## src/hdl/irq_flag_map.svh

```systemverilog
/*
 * Register offsets, field positions and reset values of the interrupt flag block.
 * Assumes it is included by its bare name from design files that need the map.
 */
`ifndef IRQ_FLAG_MAP_SVH
`define IRQ_FLAG_MAP_SVH

// Byte offsets on the internal data bus.
`define PEND_HIGH_OFF    8'h08
`define ENABLE_HIGH_OFF  8'h09
`define PEND_LOW_OFF     8'h2c
`define ENABLE_LOW_OFF   8'h2d

// Reset values of all four registers.
`define PEND_RESET       8'h00
`define ENABLE_RESET     8'h00
`define RDATA_IDLE       8'h00

// Field positions in the high pending register.
`define HIGH_REQ2_BIT    7
`define HIGH_REQ1_BIT    6
`define HIGH_TMR2_BIT    5
`define HIGH_TMR1_BIT    4

`endif

```

## src/hdl/irq_flag_pkg.sv

```systemverilog
/*
 * Types shared by the interrupt flag block.
 * Assumes nothing of its surroundings.
 */
package irq_flag_pkg;

   // One access on the internal data bus.
   typedef struct packed {
      logic [7:0] addr;
      logic       wr;
      logic       rd;
      logic [7:0] wdata;
   } bus_req_t;

   // Pending or enable bits of both registers, high register in the upper byte.
   typedef struct packed {
      logic [7:0] high;
      logic [7:0] low;
   } flag_pair_t;

endpackage

```

## src/hdl/pin_edge_sync.sv

```systemverilog
/*
 * Two-stage synchroniser with rise and fall detection for one pin.
 * Assumes the pin is asynchronous to clk_i; outputs are on the clk_i domain.
 */
module pin_edge_sync (
   input  wire logic clk_i,     // Processor phase clock.
   input  wire logic rstn_i,    // Synchronous reset, active low.
   input  wire logic pin_i,     // Raw pin level.
   output logic      level_o,   // Synchronised level.
   output logic      rise_o,    // One-cycle pulse on a low-to-high change.
   output logic      fall_o     // One-cycle pulse on a high-to-low change.
);
   logic meta_q;
   logic sync_q;
   logic last_q;

   // The first stage is read only by the second; idle-high reset avoids a false fall.
   always_ff @(posedge clk_i) begin
      if (!rstn_i) begin
         meta_q <= 1'b1;
         sync_q <= 1'b1;
         last_q <= 1'b1;
      end else begin
         meta_q <= pin_i;
         sync_q <= meta_q;
         last_q <= sync_q;
      end
   end

   // Edges are judged only from the settled stages.
   assign level_o = sync_q;
   assign rise_o  = sync_q & ~last_q;
   assign fall_o  = ~sync_q & last_q;

endmodule // pin_edge_sync

```

## src/hdl/irq_flag_logic.sv

```systemverilog
/*
 * Interrupt flag logic: two pending registers fed by port pin edges, level requests
 * and timer events, two enable registers, and a fixed-priority vector selector.
 * Assumes pins and requests are asynchronous, timer events are clk_i pulses, and the
 * core reads rdata_o one cycle after a read strobe.
 */
// Overview of operation
// Level request sets its flag on falling edge, held set while the request stays low.
// Edge sources set their flag only on a change to their own polarity.
// Edge capture tolerates pin changes at any moment relative to the clock.
// Reading a pending register returns its contents without touching the flags.
// Writing one clears a flag once; later events may set it again.
// Writing zero leaves a flag bit as it was.
// Among pending enabled flags the highest bit number selects the vector.
// Any high-register bit outranks every low-register bit.
// Low bits 7,6 fall on port 5 pins 3,2; bits 5,4 rise on pins 1,0.
// Low bits 3,2 fall on port 4 pins 7,6; bits 1,0 rise on pins 5,4.
// A flag raises the interrupt only while its enable bit is one.
// A set arriving with a clear in one cycle keeps the flag set.
// Both pending registers are zero after reset.
`include "irq_flag_map.svh"

module irq_flag_logic
   import irq_flag_pkg::*;
(
   input  wire logic       clk_i,                 // Processor phase clock, 100 MHz.
   input  wire logic       rstn_i,                // Synchronous reset, active low.
   input  wire bus_req_t   bus_i,                 // Internal data bus request.
   input  wire logic [7:0] port4_i,               // Port 4 pins, only 7..4 used.
   input  wire logic [7:0] port5_i,               // Port 5 pins.
   input  wire logic [1:0] external_request_n_i,  // Level requests 2 and 1, active low.
   input  wire logic [1:0] timer_edge_i,          // Timer 2 and 1 event pulses.
   output logic [7:0]      rdata_o,               // Read data, one cycle after rd.
   output logic            irq_o,                 // Interrupt request to the core.
   output logic [3:0]      vector_o               // Index of the winning flag, 15 highest.
);
   localparam int NPIN = 14;

   flag_pair_t pend_q;
   flag_pair_t pend_d;
   flag_pair_t en_q;
   flag_pair_t set_w;
   flag_pair_t clr_w;
   logic [15:0] active_w;
   logic [NPIN-1:0] pins_w;
   logic [NPIN-1:0] lvl_w;
   logic [NPIN-1:0] rise_w;
   logic [NPIN-1:0] fall_w;
   logic [7:0] rdata_q;
   logic       irq_q;
   logic [3:0] vec_q;

   // Returns the highest set bit index of a 16-bit vector.
   function automatic logic [3:0] top_bit(input logic [15:0] v);
      logic [3:0] idx;
      idx = 4'h0;
      for (int i = 0; i < 16; i++) begin
         if (v[i]) begin
            idx = 4'(i);
         end
      end
      return idx;
   endfunction

   // True when the bus targets the given offset.
   function automatic logic hit(input logic [7:0] addr, input logic [7:0] off);
      return addr == off;
   endfunction

   // Pin order: 13..12 requests, 11..4 port 5 pins 7..0, 3..0 port 4 pins 7..4.
   assign pins_w = {external_request_n_i, port5_i, port4_i[7:4]};

   // Every asynchronous source is synchronised before its edge is judged.
   for (genvar g = 0; g < NPIN; g++) begin : g_sync
      pin_edge_sync u_sync (
         .clk_i   (clk_i),
         .rstn_i  (rstn_i),
         .pin_i   (pins_w[g]),
         .level_o (lvl_w[g]),
         .rise_o  (rise_w[g]),
         .fall_o  (fall_w[g])
      );
   end

   // Set terms; a request held low keeps asserting its flag.
   always_comb begin
      set_w.low[7]  = fall_w[7];
      set_w.low[6]  = fall_w[6];
      set_w.low[5]  = rise_w[5];
      set_w.low[4]  = rise_w[4];
      set_w.low[3]  = fall_w[3];
      set_w.low[2]  = fall_w[2];
      set_w.low[1]  = rise_w[1];
      set_w.low[0]  = rise_w[0];
      set_w.high[`HIGH_REQ2_BIT] = fall_w[13] | ~lvl_w[13];
      set_w.high[`HIGH_REQ1_BIT] = fall_w[12] | ~lvl_w[12];
      set_w.high[`HIGH_TMR2_BIT] = timer_edge_i[1];
      set_w.high[`HIGH_TMR1_BIT] = timer_edge_i[0];
      set_w.high[3] = fall_w[11];
      set_w.high[2] = rise_w[10];
      set_w.high[1] = rise_w[9];
      set_w.high[0] = rise_w[8];
   end

   // Write-one clear pulses last only the write cycle; zeros clear nothing.
   always_comb begin
      clr_w.high = (bus_i.wr && hit(bus_i.addr, `PEND_HIGH_OFF)) ? bus_i.wdata : 8'h00;
      clr_w.low  = (bus_i.wr && hit(bus_i.addr, `PEND_LOW_OFF)) ? bus_i.wdata : 8'h00;
   end

   // Set is applied after the clear so a coincident event survives.
   assign pend_d = (pend_q & ~clr_w) | set_w;

   // Pending registers.
   always_ff @(posedge clk_i) begin
      if (!rstn_i) begin
         pend_q <= {`PEND_RESET, `PEND_RESET};
      end else begin
         pend_q <= pend_d;
      end
   end

   // Enable registers are plain read/write storage.
   always_ff @(posedge clk_i) begin
      if (!rstn_i) begin
         en_q <= {`ENABLE_RESET, `ENABLE_RESET};
      end else if (bus_i.wr) begin
         if (hit(bus_i.addr, `ENABLE_HIGH_OFF)) begin
            en_q.high <= bus_i.wdata;
         end
         if (hit(bus_i.addr, `ENABLE_LOW_OFF)) begin
            en_q.low <= bus_i.wdata;
         end
      end
   end

   // Reads have no side effect; unmapped offsets read zero.
   always_ff @(posedge clk_i) begin
      if (!rstn_i) begin
         rdata_q <= `RDATA_IDLE;
      end else if (bus_i.rd) begin
         case (bus_i.addr)
            `PEND_HIGH_OFF:   rdata_q <= pend_q.high;
            `PEND_LOW_OFF:    rdata_q <= pend_q.low;
            `ENABLE_HIGH_OFF: rdata_q <= en_q.high;
            `ENABLE_LOW_OFF:  rdata_q <= en_q.low;
            default:          rdata_q <= `RDATA_IDLE;
         endcase
      end
   end

   // Only enabled flags compete; the high byte sits above the low byte.
   assign active_w = pend_q & en_q;

   // Highest active bit number wins; registered so outputs come from flops.
   always_ff @(posedge clk_i) begin
      if (!rstn_i) begin
         irq_q <= 1'b0;
         vec_q <= 4'h0;
      end else begin
         irq_q <= |active_w;
         vec_q <= top_bit(active_w);
      end
   end

   assign rdata_o  = rdata_q;
   assign irq_o    = irq_q;
   assign vector_o = vec_q;
endmodule // irq_flag_logic

```

## config.mk

```make
export PLATFORM = sky130hd
export DESIGN_NAME = irq_flag_logic
export DESIGN_NICKNAME = d
export VERILOG_FILES = /design/src/hdl/irq_flag_pkg.sv /design/src/hdl/pin_edge_sync.sv /design/src/hdl/irq_flag_logic.sv
export VERILOG_INCLUDE_DIRS = /design/src /design/src/hdl
export SDC_FILE = /design/constraint.sdc
export NUM_CORES = 1
export LEC_CHECK = 0
export BUFFER_PORTS_ARGS = -buffer_cell sky130_fd_sc_hd__buf_4
export CAP_MARGIN = 30
export CORE_MARGIN = 5
export CORE_UTILIZATION = 48
export CTS_BUF_LIST = sky130_fd_sc_hd__clkbuf_4
export CTS_CLUSTER_DIAMETER = 80
export DETAILED_ROUTE_END_ITERATION = 8
export GPL_TIMING_DRIVEN = 0
export PLACE_DENSITY_LB_ADDON = 0.05
export SYNTH_ARGS = -nofsm -noshare
export SYNTH_HDL_FRONTEND = slang
export SYNTH_SLANG_ARGS = --single-unit
```

## constraint.sdc

```tcl
create_clock -name clk_i -period 1.3 [get_ports clk_i]
set_input_delay 0.13 -clock clk_i [delete_from_list [all_inputs] [get_ports clk_i]]
set_output_delay 0.13 -clock clk_i [all_outputs]
set_load 0.05 [all_outputs]
```

Word-level counts from Yosys, hierarchy flattened
Index checks and enable logic that the tools add are counted.
{"block": "totals", "reg_bits": 87, "rom_bits": 0, "ramBits": 0, "mem_count": 0, "input_bits": 40, "out_inout_bits": 13, "wordCells": 110, "latchBits": 0}
{"block": "op_classes", "bitwise_logic": 34, "mux": 18, "shifts": 0, "n_div": 0, "n_reduce_logical": 5, "eq_ne": 4, "order_cmp": 0, "multipliers": 0, "addsub": 0}
{"cell": "$mux 4", "n": 14}
{"cell": "$and 16x16->16", "n": 2}
{"cell": "$pmux 8 s4", "n": 1}
{"cell": "$eq 8x4->1 const B", "n": 2}
{"cell": "$eq 8x6->1 const B", "n": 2}
{"cell": "$mux 8", "n": 2}
{"cell": "$not 16->16", "n": 1}
{"cell": "$or 16x16->16", "n": 1}
{"cell": "$reduce_or 16->1", "n": 1}
{"cell": "$and 1x1->1", "n": 14}
{"cell": "$not 1->1", "n": 14}
{"cell": "$reduce_and 2->1", "n": 2}
{"cell": "$logic_and 1x1->1", "n": 2}
{"cell": "$or 1x1->1", "n": 2}
{"cell": "$mux 1", "n": 1}

Logic depth before layout (Yosys ltp)
{"block": "logic_depth", "ltp_word": 16, "depth_mapped": 6, "mapped_depth_nobuf": 4}

Modules after synthesis
A second synthesis with hierarchy kept.
{"block": "unflattened", "hier_cells": 319, "area_unflattened_um2": 3281.9}
{"module": "irq_flag_logic", "cells_per_inst": 207, "area_each_um2": 2003.2, "seq_area_each_um2": 900.9, "n_inst": 1}
{"module": "pin_edge_sync", "cells_per_inst": 8, "area_each_um2": 91.3, "seq_area_each_um2": 60.1, "n_inst": 14}

Worst setup path after synthesis
OpenSTA, ideal clock, no wires.
{"block": "synth_path", "path_kind": "reg2reg", "start": "reg pend_q[9] (netlist name)", "end": "reg vec_q[2], in the netlist vector_o[2]", "arrival_time_ns": 1.059, "stages_incl_launch_ff": 5, "path_slack_ns": 0.171, "t_required_ns": 1.230, "n_path_buf": 0, "setup_ns": 0.070, "period_less_slack_ns": 1.129, "cell_sequence": "dfxtp_1 a22o_1 a221oi_1 nand2_1 a21oi_1"}
{"block": "synth_via", "elab_chain_cells": 8}
{"element": "start: declaration", "line_no": "irq_flag_logic.sv:39", "rtl": "flag_pair_t pend_q;"}
{"element": "start signal: assignment", "line_no": "irq_flag_logic.sv:117", "rtl": "pend_q <= {`PEND_RESET, `PEND_RESET};"}
{"element": "start signal: assignment", "line_no": "irq_flag_logic.sv:119", "rtl": "pend_q <= pend_d;"}
{"element": "$and 16x16->16", "line_no": "irq_flag_logic.sv:153", "rtl": "assign active_w = pend_q & en_q;"}
{"element": "$mux 4 (7 in a row)", "line_no": "irq_flag_logic.sv:58", "rtl": "if (v[i]) begin"}
{"element": "end signal: assignment", "line_no": "irq_flag_logic.sv:162", "rtl": "vec_q <= top_bit(active_w);"}
{"element": "end: declaration", "line_no": "irq_flag_logic.sv:51", "rtl": "logic [3:0] vec_q;"}
Every way passes these cells.
A chain may end at the register's enable or synchronous reset.

Worst setup path after layout
Ends and elaborated chain as after synthesis.

==> flow_metrics.tcl <==
set metrics [dict create \
    finish.utilization 0.634 \
    tightest_slew_ps 578 \
    synthFlopType "dfxtp_1" \
    required_ps 1690 \
    worstPathCellList "a22o_4 -> a221oi_4 -> nand2_1 -> a21oi_2" \
    min_from "rstn_i" \
    crit_path_max_fanout 5 \
    synth_edf_count 0 \
    ys_ff_latch 85 \
    worstHoldPathCells 2 \
    drv_cap 0 \
    clock_sinks 85 \
    synth_nets 358 \
    power_density_nw_per_um2 1120 \
    cp_slowest_cell "dfxtp_2" \
    setup_viol 0 \
    cts_htree_levels 3 \
    synthTopCellsByCount "dfxtp_1, nand2b_1, a21oi_1" \
    drive_gt1_frac 0.236 \
    routed_wl_um 7620 \
    grt_setup_unrepaired "false" \
    port_buffers 47 \
    cpPeakStageDelay_ps 380 \
    fin_tns_setup_ps 0 \
    placed_cells 442 \
    wl_per_cell_um 15.8 \
    nNetsFinal 441 \
    hold_violations 0 \
    cp-startpoint "pend_q[9]" \
    r2r-end "vector_o[2]" \
    grt_pass1_wl_um 12900 \
    synth_most_common_cell "dfxtp_1" \
    die_w_um 91.5 \
    fin_skew_ps 17.1 \
    r2r_start "pend_q[9]" \
    worstSetupEndpointType "register" \
    ys_seq_area_frac 0.534 \
    cts_made_buffers 9 \
    grt_overflow_total 0 \
    ios 53 \
    chipHeight_um 91.5 \
    start_util 0.496 \
    area_growth_pct 27.7 \
    viasPerCell 5.41 \
    crit_type "register to register" \
    synthCells 318 \
    ys_types 32 \
    status "completed" \
    synth_top_area_frac 0.534 \
    r2r_cells 4 \
    worstHoldPathType "input pin to register" \
    synthTopCellsByArea "dfxtp_1, nand2b_1, mux2i_1" \
    period_share 0.946 \
    slew_violations 0 \
    drc 0 \
    rows 29 \
    antenna_found_initial 0 \
    core_um2 6420 \
    synth_top_cell_by_area "dfxtp_1" \
    grt_pass1_vias 2579 \
    cts_tree "built" \
    clock_latency_ps 450 \
    first_pass_iters 5 \
    critPathLaunchType "register" \
    grt_use_total 0.194 \
    place.gp.congestion 0.927 \
    grt_max_degree 18 \
    clock_tree.root_cell "clkbuf_4" \
    vias 2613 \
    finalNonFillerCells 483 \
    period_minus_slack_ps 1230 \
    cp.arrival_ps 1610 \
    ir_drop_mv 0.930 \
    p_leak_nw 1.69 \
    die-area_um2 8370 \
    async_flop_share 0 \
    yosysWarnings 0 \
    diodes 0 \
    clk_path_buf_depth 2 \
    min_to "g_sync[8].u_sync.level_o" \
    dp_hpwl_um 5440 \
    reg2reg_slack_ps 70 \
    relSlewSlack 0.615 \
    clk_pin_slew_worst_paths_ps 160 \
    antenna_left 0 \
    fmaxAchievable_mhz 813 \
    hold_ws_ps 107 \
    syn_area_per_cell_um2 10.0 \
    synth_area_um2 3190 \
    drtIter0Drc 159 \
]
-- critical path, delay by kind of cell (launching register included) --
kind | cells | cell delay [ps]
simple gates | 1 | 110
flops | 1 | 380
compound gates | 3 | 670
-- layout by cell type, fill, tap and decap left out, types with 2 or more instances in the layout --
cell type,count
nand2_1,12
dlygate4sd3_1,24
nand3_1,10
nand2b_1,52
a22oi_1,17
nand4_4,2
nor2_1,18
a22o_1,11
dfxtp_2,10
clkbuf_1,8
a31oi_1,3
mux2i_1,16
clkbuf_4,9
a32o_1,2
o22ai_1,7
dfxtp_1,75
a21oi_1,18
inv_1,11
o21ai_0,18
a21oi_2,2
buf_2,5
buf_6,2
and4bb_2,2
buf_4,48
inv_8,2
mux2_2,2
-- metrics by stage --
stage	worst slack, ps	total power [mW]	cell area (um^2)
2_1_floorplan	171	2.92	3190
3_3_place_gp	-308	3.07	3640
3_5_place_dp	-304	3.08	3640
4_1_cts	36.3	4.58	4020
5_1_grt	11.0	4.74	4070
6_report	70.3	4.54	4070
-- flip-flops by register name, indices dropped and copies added (netlist names) --
| signal | flops |
|---|---|
| rdata_o | 8 |
| g_sync.u_sync.meta_q | 14 |
| irq_o | 1 |
| vector_o | 4 |
| g_sync.u_sync.last_q | 12 |
| g_sync.u_sync.level_o | 14 |
| pend_q | 16 |
| en_q | 16 |
-- metal layers --
layer  wire length (um)  vias up  share of wire  global-route usage
met4                101        0          0.013              0.0477
met1               3330     1237           0.44               0.234
met2               3750       71           0.49               0.333
li1                   -     1295              -                   -
met5                  0        -              0                   0
met3                445       10          0.058              0.0645
-- how the worst max path moves through the flow --
stage	endpoint	slack, ps
after floorplan	vector_o[2]	170
after global routing	vector_o[1]	10
after global placement	pend_q[6]	-310
after CTS	vector_o[2]	40
after detailed placement	pend_q[1]	-300
final	vector_o[2]	70
-- repair_timing --
action                                  CTS  global route
setup buffers                             0             1
hold buffers                             24             0
endpoints found under the setup margin    3             9
pin swaps                                 0             2
endpoints found under the hold margin    32             0
resized for setup                         1            15
-- cells by family (layout without fill, tap and decap cells) --
family	count (synthesis)	count (layout)	synth area share
flops	85	85	0.534
mux	18	18	0.0573
compound gates	86	86	0.179
buf+inv	26	114	0.0373
simple gates	103	103	0.193
-- area by class of cell --
| class | instances | area [um^2] |
|---|---|---|
| clock buffer | 9 | 67.6 |
| fill | 571 | 2350 |
| clock inverter | 7 | 68.8 |
| multi-input combinational | 207 | 1410 |
| inverter | 11 | 41.3 |
| tap | 77 | 96.3 |
| buffer | 15 | 77.6 |
| sequential | 85 | 1710 |
| timing repair buffer | 72 | 601 |
-- power breakdown --
part	internal [mW]	switching (mW)	leakage (nW)	total, mW
sequential	2.68	0.0454	0.700	2.73
combinational	0.192	0.165	0.913	0.357
clock	0.442	1.02	0.0731	1.46
total	3.31	1.23	1.69	4.54
Note: power is estimated with default switching activity, not from simulation.
